`src/hw/pwfu_params.svh`:
```
// Constants of the page walk and fault unit: register numbers, descriptor
// encodings, fault codes and reset values.
// Assumes inclusion by bare name from the design files.
`ifndef PWFU_PARAMS_SVH
`define PWFU_PARAMS_SVH

// -----------------------------------------------------------------------
// Coprocessor register numbers
// -----------------------------------------------------------------------
`define PWFU_REG_DOMAIN 4'h3
`define PWFU_REG_STATUS 4'h5
`define PWFU_REG_ADDR 4'h6

// -----------------------------------------------------------------------
// Reset values
// -----------------------------------------------------------------------
`define PWFU_DAC_RST 32'h00000000
`define PWFU_FSR_RST 32'h00000000
`define PWFU_FAR_RST 32'h00000000

// -----------------------------------------------------------------------
// Descriptor encodings
// -----------------------------------------------------------------------
`define PWFU_L2_INVALID 2'h0
`define PWFU_L2_LARGE 2'h1
`define PWFU_L2_SMALL 2'h2
`define PWFU_L2_RSVD 2'h3
`define PWFU_DOM_NONE 2'h0
`define PWFU_DOM_CLIENT 2'h1
`define PWFU_DOM_RSVD 2'h2
`define PWFU_DOM_MANAGER 2'h3

// -----------------------------------------------------------------------
// Fault codes
// -----------------------------------------------------------------------
`define PWFU_FC_ALIGN 4'h1
`define PWFU_FC_WALK_L1 4'hC
`define PWFU_FC_WALK_L2 4'hE
`define PWFU_FC_TRANS_SEC 4'h5
`define PWFU_FC_TRANS_PAGE 4'h7
`define PWFU_FC_DOM_SEC 4'h9
`define PWFU_FC_DOM_PAGE 4'hB
`define PWFU_FC_PERM_SEC 4'hD
`define PWFU_FC_PERM_PAGE 4'hF
`define PWFU_FC_LINE_SEC 4'h4
`define PWFU_FC_LINE_PAGE 4'h6
`define PWFU_FC_BUS_SEC 4'h8
`define PWFU_FC_BUS_PAGE 4'hA

`endif

```
`src/hw/pwfu_pkg.sv`:
```
// Types shared by the page walk and fault unit and its surroundings.
// Assumes nothing beyond a SystemVerilog compiler.
package pwfu_pkg;

	// Access presented by the core together with its level-one descriptor.
	typedef struct packed {
		logic [31:0] va;
		logic [31:0] l1_desc;
		logic l1_err;
		logic is_data;
		logic is_word;
		logic is_write;
		logic is_user;
	} pwfu_req_t;

	// Outcome of an access handed back to the core.
	typedef struct packed {
		logic valid;
		logic abort;
		logic iabort_tag;
		logic [31:0] pa;
		logic cacheable;
		logic bufferable;
	} pwfu_rsp_t;

	typedef enum logic [2:0] {
		PWFU_IDLE,
		PWFU_CHECK,
		PWFU_L2,
		PWFU_PCHK,
		PWFU_MEM,
		PWFU_RESP
	} pwfu_state_t;

endpackage

```
`src/hw/pwfu_core.sv`:
```
// Page walk and fault unit: second-level decode, domain and permission
// checks, fault ranking, fault status and fault address registers.
// Assumes one core clock; all inputs come from logic on that clock.
`timescale 1ns/10ps
`include "pwfu_params.svh"

// Contract
// - Entry bits 1:0: 00 invalid faults, 01 large 64 kB, 10 small 4 kB.
// - Entry bit 2 is bufferable, bit 3 is cacheable.
// - Entry bits 11:4 hold four sub-page permission fields.
// - Page number is bits 31:12 small or 31:16 large.
// - Section permissions are checked before any physical address.
// - Page table descriptor fetches the entry; entry checked before address.
// - Alignment, translation, domain or permission faults abort the access.
// - Violations are found before and suppress the external cycle.
// - Fast bus may show the aborted address but never runs a cycle.
// - Data abort writes code and domain to status, address to register.
// - Prefetch abort only tags the instruction for execution.
// - Prefetch aborts leave status and address registers unchanged.
// - Coinciding aborts report only the highest priority source.
// - Alignment code is 00x1, domain field undefined.
// - Translation 0101/0111, domain 1001/1011 for section/page.
// - Permission 1101/1111, line-fetch bus error 0100/0110.
// - Other bus error 1000/1010; section translation keeps bits 8:5.
// - Sixteen two-bit domains in one 32-bit register.
// - Domain 00 or 10 gives a domain fault.
// - Domain 01 checks descriptor permission bits.
// - Domain 11 skips the permission check.
// - Level-one bit 1 picks section versus page table.
// - Top quarter uses top field; quarters 1 kB small, 16 kB large.
module pwfu_core
	import pwfu_pkg::*;
(
	input wire logic core_clk,
	input wire logic rst_b,
	input wire logic mmu_en,
	input wire logic align_en,
	input wire logic fastbus,
	input wire logic perm_s,
	input wire logic perm_r,
	input wire logic req_valid,
	input pwfu_req_t req,
	output logic req_ready_q,
	output pwfu_rsp_t rsp_q,
	output logic walk_req_q,
	output logic [31:0] walk_addr_q,
	input wire logic walk_ack,
	input wire logic walk_err,
	input wire logic [31:0] walk_rdata,
	output logic mem_start_q,
	output logic [31:0] ext_addr_q,
	input wire logic mem_done,
	input wire logic mem_err,
	input wire logic mem_linefetch,
	input wire logic cp_wr,
	input wire logic cp_rd,
	input wire logic [3:0] cp_reg,
	input wire logic [31:0] cp_wdata,
	output logic [31:0] cp_rdata_q,
	output logic tlb_flush_q,
	output logic tlb_purge_q,
	output logic [31:0] purge_addr_q
);

	// -------------------------------------------------------------------
	// State
	// -------------------------------------------------------------------
	pwfu_state_t state_q;
	pwfu_state_t state_d;
	pwfu_req_t req_q;
	logic [31:0] l2_q;
	logic is_page_q;
	logic [31:0] domain_access_control_q;
	logic [31:0] fault_status_q;
	logic [31:0] fault_address_q;
	logic walk_err_q;
	logic fault_seen_q;

	// Permission table for one two-bit field, with the S and R bits.
	function automatic logic perm_ok(input logic [1:0] ap, input logic s,
		input logic r, input logic user, input logic wr);
		logic ok;
		ok = 1'b0;
		case (ap)
			2'h0: begin
				if (s && r) begin
					ok = 1'b0;
				end else if (s) begin
					ok = !user && !wr;
				end else if (r) begin
					ok = !wr;
				end else begin
					ok = 1'b0;
				end
			end
			2'h1: ok = !user && !(s && r);
			2'h2: ok = (!user || !wr) && !(s && r);
			default: ok = !(s && r);
		endcase
		return ok;
	endfunction

	// -------------------------------------------------------------------
	// Descriptor decode
	// -------------------------------------------------------------------
	// Level-one type: bit 1 alone separates section from page table.
	wire logic [31:0] l1 = req_q.l1_desc;
	wire logic l1_bad = (l1[1] == l1[0]);
	wire logic l1_section = l1[1];
	wire logic [3:0] dom_num = l1[8:5];
	wire logic [1:0] dom_bits = domain_access_control_q[{dom_num, 1'b0} +: 2];
	wire logic dom_fault = (dom_bits == `PWFU_DOM_NONE) ||
		(dom_bits == `PWFU_DOM_RSVD);
	wire logic dom_client = (dom_bits == `PWFU_DOM_CLIENT);

	// Second-level entry fields.
	wire logic [1:0] l2_type = l2_q[1:0];
	wire logic l2_large = (l2_type == `PWFU_L2_LARGE);
	wire logic l2_bad = (l2_type == `PWFU_L2_INVALID) ||
		(l2_type == `PWFU_L2_RSVD);
	wire logic [7:0] sub_fields = l2_q[11:4];
	// Sub-page index: quarter of a 4 kB or 64 kB page.
	wire logic [1:0] sub_idx = l2_large ? req_q.va[15:14] :
		req_q.va[11:10];
	wire logic [1:0] sub_ap = sub_fields[{sub_idx, 1'b0} +: 2];
	wire logic [1:0] sec_ap = l1[11:10];

	// Permission checks, only invoked for client domains.
	wire logic sec_perm_ok = perm_ok(sec_ap, perm_s, perm_r,
		req_q.is_user, req_q.is_write);
	wire logic page_perm_ok = perm_ok(sub_ap, perm_s, perm_r,
		req_q.is_user, req_q.is_write);

	// Physical addresses; bits 15:12 of a large entry are not used.
	wire logic [31:0] pa_small = {l2_q[31:12], req_q.va[11:0]};
	wire logic [31:0] pa_large = {l2_q[31:16], req_q.va[15:0]};
	wire logic [31:0] pa_page = l2_large ? pa_large : pa_small;
	wire logic [31:0] pa_sect = {l1[31:20], req_q.va[19:0]};
	wire logic [31:0] pa_out = !mmu_en ? req_q.va :
		(is_page_q ? pa_page : pa_sect);
	// Second-level entry address from the page table descriptor.
	wire logic [31:0] l2_addr = {l1[31:10], req_q.va[19:12], 2'h0};

	wire logic align_fault = align_en && req_q.is_data && req_q.is_word &&
		(req_q.va[1:0] != 2'h0);

	// -------------------------------------------------------------------
	// Fault ranking
	// -------------------------------------------------------------------
	// Each stage checks its sources from highest to lowest, so a later
	// source is only looked at when all earlier ones are clean.
	logic fault_hit;
	logic [3:0] fault_code;
	always_comb begin
		fault_hit = 1'b0;
		fault_code = 4'h0;
		case (state_q)
			PWFU_CHECK: begin
				fault_hit = 1'b1;
				if (align_fault) begin
					fault_code = `PWFU_FC_ALIGN;
				end else if (!mmu_en) begin
					fault_hit = 1'b0;
				end else if (req_q.l1_err) begin
					fault_code = `PWFU_FC_WALK_L1;
				end else if (l1_bad) begin
					fault_code = `PWFU_FC_TRANS_SEC;
				end else if (!l1_section) begin
					fault_hit = 1'b0;
				end else if (dom_fault) begin
					fault_code = `PWFU_FC_DOM_SEC;
				end else if (dom_client && !sec_perm_ok) begin
					fault_code = `PWFU_FC_PERM_SEC;
				end else begin
					fault_hit = 1'b0;
				end
			end
			PWFU_PCHK: begin
				fault_hit = 1'b1;
				if (walk_err_q) begin
					fault_code = `PWFU_FC_WALK_L2;
				end else if (l2_bad) begin
					fault_code = `PWFU_FC_TRANS_PAGE;
				end else if (dom_fault) begin
					fault_code = `PWFU_FC_DOM_PAGE;
				end else if (dom_client && !page_perm_ok) begin
					fault_code = `PWFU_FC_PERM_PAGE;
				end else begin
					fault_hit = 1'b0;
				end
			end
			PWFU_MEM: begin
				fault_hit = mem_done && mem_err;
				if (mem_linefetch) begin
					fault_code = is_page_q ? `PWFU_FC_LINE_PAGE :
						`PWFU_FC_LINE_SEC;
				end else begin
					fault_code = is_page_q ? `PWFU_FC_BUS_PAGE :
						`PWFU_FC_BUS_SEC;
				end
			end
			default: begin
				fault_hit = 1'b0;
				fault_code = 4'h0;
			end
		endcase
	end

	// Domain field: undefined for alignment, read as zero here; level-one
	// bits 8:5 for every other source, even a section translation fault.
	wire logic [3:0] fault_dom = (fault_code == `PWFU_FC_ALIGN) ? 4'h0 :
		dom_num;

	// -------------------------------------------------------------------
	// Next state
	// -------------------------------------------------------------------
	wire logic need_walk = mmu_en && !l1_section && !fault_hit;
	always_comb begin
		state_d = state_q;
		case (state_q)
			PWFU_IDLE: if (req_valid) state_d = PWFU_CHECK;
			PWFU_CHECK: begin
				if (fault_hit) begin
					state_d = PWFU_RESP;
				end else if (need_walk) begin
					state_d = PWFU_L2;
				end else begin
					state_d = PWFU_MEM;
				end
			end
			PWFU_L2: if (walk_ack) state_d = PWFU_PCHK;
			PWFU_PCHK: state_d = fault_hit ? PWFU_RESP : PWFU_MEM;
			PWFU_MEM: if (mem_done) state_d = PWFU_RESP;
			PWFU_RESP: state_d = PWFU_IDLE;
			default: state_d = PWFU_IDLE;
		endcase
	end

	// A fault found in CHECK or PCHK ends the access in that stage, so the
	// external cycle start below is never raised for it.
	wire logic to_mem = (state_d == PWFU_MEM) && (state_q != PWFU_MEM);
	wire logic stage_fault = fault_hit;
	wire logic data_fault = stage_fault && req_q.is_data;
	wire logic fault_seen_d = stage_fault || fault_seen_q;

	// -------------------------------------------------------------------
	// Walk and access sequencing
	// -------------------------------------------------------------------
	always_ff @(posedge core_clk or negedge rst_b) begin
		if (!rst_b) begin
			state_q <= PWFU_IDLE;
			req_q <= '0;
			l2_q <= 32'h00000000;
			is_page_q <= 1'b0;
			walk_err_q <= 1'b0;
			walk_req_q <= 1'b0;
			walk_addr_q <= 32'h00000000;
			fault_seen_q <= 1'b0;
		end else begin
			state_q <= state_d;
			if (state_q == PWFU_IDLE && req_valid) begin
				req_q <= req;
				is_page_q <= 1'b0;
				fault_seen_q <= 1'b0;
			end else if (state_q != PWFU_RESP) begin
				fault_seen_q <= fault_seen_d;
			end
			if (state_q == PWFU_CHECK && need_walk) begin
				walk_req_q <= 1'b1;
				walk_addr_q <= l2_addr;
				is_page_q <= 1'b1;
			end else if (walk_ack) begin
				walk_req_q <= 1'b0;
			end
			if (state_q == PWFU_L2 && walk_ack) begin
				l2_q <= walk_rdata;
				walk_err_q <= walk_err;
			end
		end
	end

	// -------------------------------------------------------------------
	// External bus and answer to the core
	// -------------------------------------------------------------------
	// In fast bus mode the aborted translation still reaches the address
	// pins, but the start strobe stays low so no cycle runs to it.
	always_ff @(posedge core_clk or negedge rst_b) begin
		if (!rst_b) begin
			mem_start_q <= 1'b0;
			ext_addr_q <= 32'h00000000;
			rsp_q <= '0;
			req_ready_q <= 1'b0;
		end else begin
			mem_start_q <= to_mem;
			if (to_mem || (stage_fault && fastbus && state_q != PWFU_MEM)) begin
				ext_addr_q <= pa_out;
			end
			req_ready_q <= (state_d == PWFU_IDLE);
			rsp_q.valid <= (state_q == PWFU_RESP);
			rsp_q.abort <= (state_q == PWFU_RESP) && fault_seen_q;
			rsp_q.iabort_tag <= (state_q == PWFU_RESP) && fault_seen_q &&
				!req_q.is_data;
			if (state_q == PWFU_RESP) begin
				rsp_q.pa <= pa_out;
				rsp_q.bufferable <= mmu_en && (is_page_q ? l2_q[2] : l1[2]);
				rsp_q.cacheable <= mmu_en && (is_page_q ? l2_q[3] : l1[3]);
			end
		end
	end

	// -------------------------------------------------------------------
	// Coprocessor registers
	// -------------------------------------------------------------------
	// Status and address are written by data faults only; software writes
	// to those numbers flush or purge the translation cache instead.
	wire logic wr_dom = cp_wr && (cp_reg == `PWFU_REG_DOMAIN);
	wire logic wr_flush = cp_wr && (cp_reg == `PWFU_REG_STATUS);
	wire logic wr_purge = cp_wr && (cp_reg == `PWFU_REG_ADDR);
	wire logic [31:0] rd_mux = (cp_reg == `PWFU_REG_DOMAIN) ?
		domain_access_control_q :
		(cp_reg == `PWFU_REG_STATUS) ? fault_status_q :
		(cp_reg == `PWFU_REG_ADDR) ? fault_address_q : 32'h00000000;

	always_ff @(posedge core_clk or negedge rst_b) begin
		if (!rst_b) begin
			domain_access_control_q <= `PWFU_DAC_RST;
			fault_status_q <= `PWFU_FSR_RST;
			fault_address_q <= `PWFU_FAR_RST;
			cp_rdata_q <= 32'h00000000;
			tlb_flush_q <= 1'b0;
			tlb_purge_q <= 1'b0;
			purge_addr_q <= 32'h00000000;
		end else begin
			if (wr_dom) begin
				domain_access_control_q <= cp_wdata;
			end
			if (data_fault) begin
				fault_status_q <= {24'h000000, fault_dom, fault_code};
				fault_address_q <= req_q.va;
			end
			cp_rdata_q <= cp_rd ? rd_mux : 32'h00000000;
			tlb_flush_q <= wr_flush;
			tlb_purge_q <= wr_purge;
			if (wr_purge) begin
				purge_addr_q <= cp_wdata;
			end
		end
	end

endmodule

```
`config.mk`:
```
export PLATFORM = sky130hd
export DESIGN_NAME = pwfu_core
export DESIGN_NICKNAME = d
export VERILOG_FILES = /design/src/hw/pwfu_pkg.sv /design/src/hw/pwfu_core.sv
export VERILOG_INCLUDE_DIRS = /design/src /design/src/hw
export SDC_FILE = /design/constraint.sdc
export NUM_CORES = 1
export LEC_CHECK = 0
export ABC_AREA = 1
export ABC_CLOCK_PERIOD_IN_PS = 2410
export BUFFER_PORTS_ARGS = -buffer_cell sky130_fd_sc_hd__buf_2
export CORE_MARGIN = 2
export CORE_UTILIZATION = 46
export CTS_CLUSTER_DIAMETER = 150
export DETAILED_ROUTE_END_ITERATION = 6
export GPL_TIMING_DRIVEN = 0
export PLACE_DENSITY = 0.77
export SETUP_SLACK_MARGIN = 0.4
export SLEW_MARGIN = 20
export SYNTH_ARGS = -nofsm -noshare
export SYNTH_HDL_FRONTEND = slang
export SYNTH_SLANG_ARGS = --single-unit
```
`constraint.sdc`:
```
create_clock -name core_clk -period 2.41 [get_ports core_clk]
set_clock_uncertainty 0.15 [all_clocks]
set_input_delay 0.482 -clock core_clk [delete_from_list [all_inputs] [get_ports core_clk]]
set_output_delay 0.482 -clock core_clk [all_outputs]
set_load 0.03 [all_outputs]
```
After elaboration in Yosys (flattened, before gate mapping)
Cells that the tools add are included.
{ "word_totals": {"register_bits": 347, "input_bits": 152, "output_inout_bits": 170} }
{ "classes": {"n_eq_ne": 21, "shifts": 2, "muxes": 56, "n_reduce_logical": 49} }
{ "op_table": {"columns": ["op", "n"], "rows": [
  ["32-bit two-way mux", 6],
  ["4-bit two-way mux", 13],
  ["32-bit by 6-bit variable part select with 2-bit output", 1],
  ["1-bit logical AND", 26],
  ["1-bit two-way mux", 23],
  ["16-bit two-way mux", 1],
  ["3-bit two-way mux", 5],
  ["3-bit case mux with 5 select lines", 1],
  ["4-bit case mux with 3 select lines", 1],
  ["3-bit == test (second input constant)", 3],
  ["1-bit case mux with 3 select lines", 3],
  ["2-bit by 1-bit == test with 1-bit output (second input constant)", 4],
  ["2-bit == test (second input constant)", 4],
  ["4-bit by 3-bit == test with 1-bit output (second input constant)", 2],
  ["1-bit logical NOT", 8],
  ["2-bit logical NOT", 4],
  ["2-bit nonzero test", 4],
  ["8-bit by 4-bit variable part select with 2-bit output", 1],
  ["3-bit by 2-bit == test with 1-bit output (second input constant)", 2],
  ["3-bit logical NOT", 2],
  ["2-bit two-way mux", 3],
  ["3-bit inequality test (second input constant)", 2],
  ["1-bit logical OR", 5],
  ["4-bit by 1-bit == test with 1-bit output (second input constant)", 1],
  ["other kinds (3)", 3]
]} }

Depth between registers and ports, before layout
{ "logic_depth": {"depth_word": 23, "ltp_mapped": 21, "depth_no_buf": 20} }

Least setup slack after synthesis
Ideal clock, no wire load.
{ "synth_path": {"path_kind": "reg2reg", "from": "register l2_q[1]", "to": "register walk_addr_q[4]", "arrival_ns": 2.229, "required_ns": 2.138, "slack_ns": -0.090, "path_stages_with_launch": 21, "n_path_buf": 2, "synth_period_minus_slack_ns": 2.500, "cell_sequence": "dfrtp_1 > inv_1 > ha_1 > inv_2 > nand2_2 > nand3_1 > nand2_1 > nand2_1 > nand2_1 > nand3_1 > nand2_1 > inv_1 > nand3_2 > nand3_2 > nand2_2 > nand4_2 > or2_1 > buf_2 > buf_4 > nand2_1 > o21ai_1"} }
{ "synth_between": {"elab_chain_len": 15} }
{ "synth_rtl": {"columns": ["item", "line", "text"], "rows": [
  ["start: declaration", "pwfu_core.sv:71", "logic [31:0] l2_q;"],
  ["start signal: assignment", "pwfu_core.sv:276", "l2_q <= walk_rdata;"],
  ["2-bit by 1-bit == test with 1-bit output (no source line)", null, null],
  ["2-bit two-way mux", "pwfu_core.sv:123", "wire logic [1:0] sub_idx = l2_large ? req_q.va[15:14] :"],
  ["8-bit by 4-bit variable part select with 2-bit output", "pwfu_core.sv:125", "wire logic [1:0] sub_ap = sub_fields[{sub_idx, 1'b0} +: 2];"],
  ["2-bit == test (tied with other cells)", "pwfu_core.sv:84", "case (ap)"],
  ["1-bit case mux with 3 select lines", "pwfu_core.sv:84", null],
  ["1-bit logical NOT", "pwfu_core.sv:186", "end else if (dom_client && !page_perm_ok) begin"],
  ["1-bit logical AND", "pwfu_core.sv:186", null],
  ["1-bit two-way mux", "pwfu_core.sv:186", null],
  ["1-bit two-way mux", "pwfu_core.sv:184", "end else if (dom_fault) begin"],
  ["1-bit two-way mux *", "pwfu_core.sv:182", "end else if (l2_bad) begin"],
  ["1-bit two-way mux *", "pwfu_core.sv:180", "if (walk_err_q) begin"],
  ["1-bit case mux with 3 select lines *", "pwfu_core.sv:157", "case (state_q)"],
  ["1-bit logical NOT *", "pwfu_core.sv:217", "wire logic need_walk = mmu_en && !l1_section && !fault_hit;"],
  ["1-bit logical AND *", "pwfu_core.sv:217", null],
  ["1-bit logical AND *", "pwfu_core.sv:268", "if (state_q == PWFU_CHECK && need_walk) begin"],
  ["end signal: assignment", "pwfu_core.sv:270", "walk_addr_q <= l2_addr;"],
  ["end: declaration", "pwfu_core.sv:46", "output logic [31:0] walk_addr_q,"]
]} }
Every way passes the cells marked *; elsewhere a longest branch is shown, timed or not.
A chain may end at the register's enable or synchronous reset.

Worst setup path after layout
{ "layout_path": {"from": "register state_q[0]", "to": "register ext_addr_q[2]"} }
{ "layout_between": {"elab_chain_len": 10} }
{ "layout_rtl": {"columns": ["item", "line", "text"], "rows": [
  ["start: declaration", "pwfu_core.sv:68", "pwfu_state_t state_q;"],
  ["start signal: assignment", "pwfu_core.sv:260", "state_q <= state_d;"],
  ["3-bit == test (tied with other cells)", "pwfu_core.sv:157, pwfu_core.sv:220", null],
  ["1-bit case mux with 3 select lines", "pwfu_core.sv:157", null],
  ["1-bit logical NOT", "pwfu_core.sv:217", null],
  ["1-bit logical AND", "pwfu_core.sv:217", null],
  ["3-bit two-way mux", "pwfu_core.sv:225", "end else if (need_walk) begin"],
  ["3-bit two-way mux", "pwfu_core.sv:223", "if (fault_hit) begin"],
  ["3-bit case mux with 5 select lines", "pwfu_core.sv:220", "case (state_q)"],
  ["3-bit == test", "pwfu_core.sv:241", "wire logic to_mem = (state_d == PWFU_MEM) && (state_q != PWFU_MEM);"],
  ["1-bit logical AND", "pwfu_core.sv:241", null],
  ["1-bit logical OR *", "pwfu_core.sv:295", "if (to_mem || (stage_fault && fastbus && state_q != PWFU_MEM)) begin"],
  ["end signal: assignment", "pwfu_core.sv:296", "ext_addr_q <= pa_out;"],
  ["end: declaration", "pwfu_core.sv:51", "output logic [31:0] ext_addr_q,"]
]} }
Marks and branches as above.

==> flow_metrics.env <==
export IMPL_start_util_pct=46.6
export IMPL_violations="negative hold slack, negative setup slack"
export IMPL_timing_fmax_mhz=350
export IMPL_worstSkewPairLatency_ns=0.51
export IMPL_die_w_um=180
export IMPL_via_per_inst=5.31
export IMPL_yosysWarnings=0
export IMPL_cts_buffer_depth=3
export IMPL_htreeDepth=2
export IMPL_hold_viol=89
export IMPL_holdCritPathClass="input pin to asynchronous set/reset pin"
export IMPL_top_usage_layer="met2"
export IMPL_syn2layout_area_growth_pct=32.0
export IMPL_finalPower_uw=25200
export IMPL_grt_pass1_vias=13054
export IMPL_drive_gt1_share_pct=27.9
export IMPL_ant_nets=0
export IMPL_grtUsageMet2_pct=45.1
export IMPL_outcome="finished, violations left"
export IMPL_wire_per_inst_um=18.7
export IMPL_fp_row_count=64
export IMPL_antenna_found_initial=8
export IMPL_grt_met3_usage_pct=6.97
export IMPL_synth_edff_count=0
export IMPL_drt_wl_total_um=46000
export IMPL_design_core_area_mm2=0.0305
export IMPL_nets=2182
export IMPL_fill_cells=2524
export IMPL_portBuffers=315
export IMPL_synth_seq_area_share_pct=60.7
export IMPL_cp_end_kind="flip-flop"
export IMPL_max_stage_delay_ns=0.42
export IMPL_cts_inserted_buffers=36
export IMPL_crit_path_max_fanout=8
export IMPL_reg2reg_depth=14
export IMPL_p_per_area_mw_per_mm2=1350
export IMPL_global_route_usage_met1_pct=37.1
export IMPL_num_vias=13046
export IMPL_whs_ns=-0.138
export IMPL_synth_area_per_cell_um2=8.72
export IMPL_synth_area_leaders="dfrtp_1, nand2_1, o21ai_0"
export IMPL_netlist_area_mm2=0.0142
export IMPL_die_h_um=180
export IMPL_grt_max_degree=104
export IMPL_timing_critical_path_arrival_ns=3.15
export IMPL_worst_pin_slew_ns=0.713
export IMPL_syn_inst=1630
export IMPL_clkSinkCount=345
export IMPL_path_clk_slew_ns=0.06
export IMPL_multi_input_area_mm2=0.00507
export IMPL_seq_area_mm2=0.00863
export IMPL_rsz0062_at_grt="yes"
export IMPL_dr_pass1_iters=5
export IMPL_period_share_pct=118
export IMPL_hpwlAfterDp_um=32600
export IMPL_ys_ff_latch=345
export IMPL_drt_iter0_drc=1181
export IMPL_final_cell_mix="nand2_1, dfrtp_1, buf_2"
export IMPL_grt_ovfl_total=0
export IMPL_placed_area_mm2=0.0165
export IMPL_grt_pass1_wl_um=71400
export IMPL_min_period_ns=2.85
export IMPL_drc=0
export IMPL_slew_viol_final=0
export IMPL_synth_cell_types=34
export IMPL_cts_root_buf="clkbuf_16"
export IMPL_critPathLaunchType="flip-flop"
export IMPL_leakage_uw=0.00989
export IMPL_design_area_mm2=0.0188
export IMPL_synth_top_cell_area_share_pct=60.7
export IMPL_ys_async_sr_fraction_pct=100
export IMPL_setup_viol=108
export IMPL_gp_congestion=0.909
export IMPL_fin_ws_ns=-0.444
export IMPL_ys_flop_type="dfrtp_1"
export IMPL_final_common_cell="nand2_1"
export IMPL_peakVddDrop_uv=788
export IMPL_yosys_area_top_type="dfrtp_1"
export IMPL_cp_data_required_time_ns=2.71
export IMPL_cp_slowest_cell="dfrtp_1"
export IMPL_die_area_mm2=0.0323
export IMPL_num_io_pins=322
export IMPL_crit_chain="inv_1 > nor2_4 > inv_1 > nor2_1 > nand2_1 > a21boi_2 > nand3_4 > a21oi_4 > nand4_4 > buf_12 > nand2_8 > clkbuf_16 > nand2_2 > nand2_1"
export IMPL_slew_headroom_pct=52.4
export IMPL_cap_violations=0
export IMPL_cts_tree="done"
export IMPL_critPathKind="flip-flop to flip-flop"
export IMPL_track_usage_pct=28.0
[cell families after synthesis]
| family | share of synthesized area (%) |
|---|---|
| flops | 60.7 |
| buf+inv | 7.34 |
| compound gates | 11.3 |
| xor+xnor | 0.0616 |
| simple gates | 20.5 |
| other cells | 0.0264 |
| fa+ha+maj | 0.0880 |
[cell usage after synthesis (5+ instances only)]
cell	number
nand2_1	569
dfrtp_1	345
o21ai_0	224
inv_1	163
nand3_1	99
clkbuf_1	57
nor2_1	35
o21ai_1	32
a21oi_1	28
o22ai_1	12
buf_2	10
buf_6	8
buf_4	6
nor3_1	5
[registers in the layout, indices dropped and copies added (netlist names), 32 cells and up]
register,flops
cp_rdata_q,32
domain_access_control_q,32
fault_address_q,32
rsp_q,37
l2_q,32
ext_addr_q,32
purge_addr_q,32
[critical path, delay by kind of cell, from the launching register on]
family | cells | cell delay, ns
AND/OR/NAND/NOR | 8 | 0.91
flip-flops | 1 | 0.42
AO/OA/AOI/OAI | 2 | 0.57
buffers and inverters | 4 | 0.72
[where the power goes]
part	internal (uW)	switching [uW]
combinational	3610	7100
sequential	7910	1270
clock	3090	2260
[worst paths after layout]
kind                                         start  slack, ns                     endpoint
hold reg to reg            pa_large[8]$_DFFE_PN0P_       0.32    ext_addr_q[8]$_DFFE_PN0P_
min in group core_clk               walk_rdata[30]       0.02         l2_q[30]$_DFFE_PN0P_
setup / recovery              state_q[0]$_DFF_PN0_      -0.44    ext_addr_q[2]$_DFFE_PN0P_
hold / removal                               rst_b      -0.14  purge_addr_q[3]$_DFFE_PN0P_
setup reg to reg              state_q[0]$_DFF_PN0_      -0.44    ext_addr_q[2]$_DFFE_PN0P_
max in group asynchronous                    rst_b       1.02  walk_addr_q[26]$_DFFE_PN0P_
[final cells by class]
cell class | count | area share, %
sequential | 345 | 46.0
multi-input combinational | 1034 | 27.0
timing repair buffer | 358 | 11.5
clock buffer | 55 | 5.78
inverter | 168 | 3.50
buffer | 84 | 3.18
tap | 396 | 2.64
clock inverter | 7 | 0.200
antenna | 7 | 0.0934
timing repair inverter | 2 | 0.0734
[timing repair]
action / 4_1_cts / 5_1_grt
endpoints found under the hold margin: 89 / 89
resized for setup: 158 / 91
gates cloned: 13 / 2
buffers inserted: 24 / 3
endpoints found under the setup margin: 246 / 242
pin swaps: 16 / 15
[metal layers]
layer	wire length [um]	part of all wire (%)	up-vias
li1	-	-	5969
met4	1520	3.3	4
met1	18500	40	6348
met2	21900	48	613
met3	3990	8.7	112
met5	23	0.050	-
[stage by stage]
step                cells  setup WS (ns)  utilization, %  hold slack [ns]  setup TNS (ns)
finish               2456         -0.444            61.5           -0.138          -36.12
global route         2452         -0.537            61.4          -0.0935          -47.60
CTS                  2444         -0.333            60.3           -0.121          -24.02
detailed placement   2345         -0.784            54.0            0.304          -73.71
global placement     2342          -5.72            53.7            0.299        -2025.84
floorplan            1631         0.0657               -           0.0364               0
Note: power is estimated with default switching activity, not from simulation.
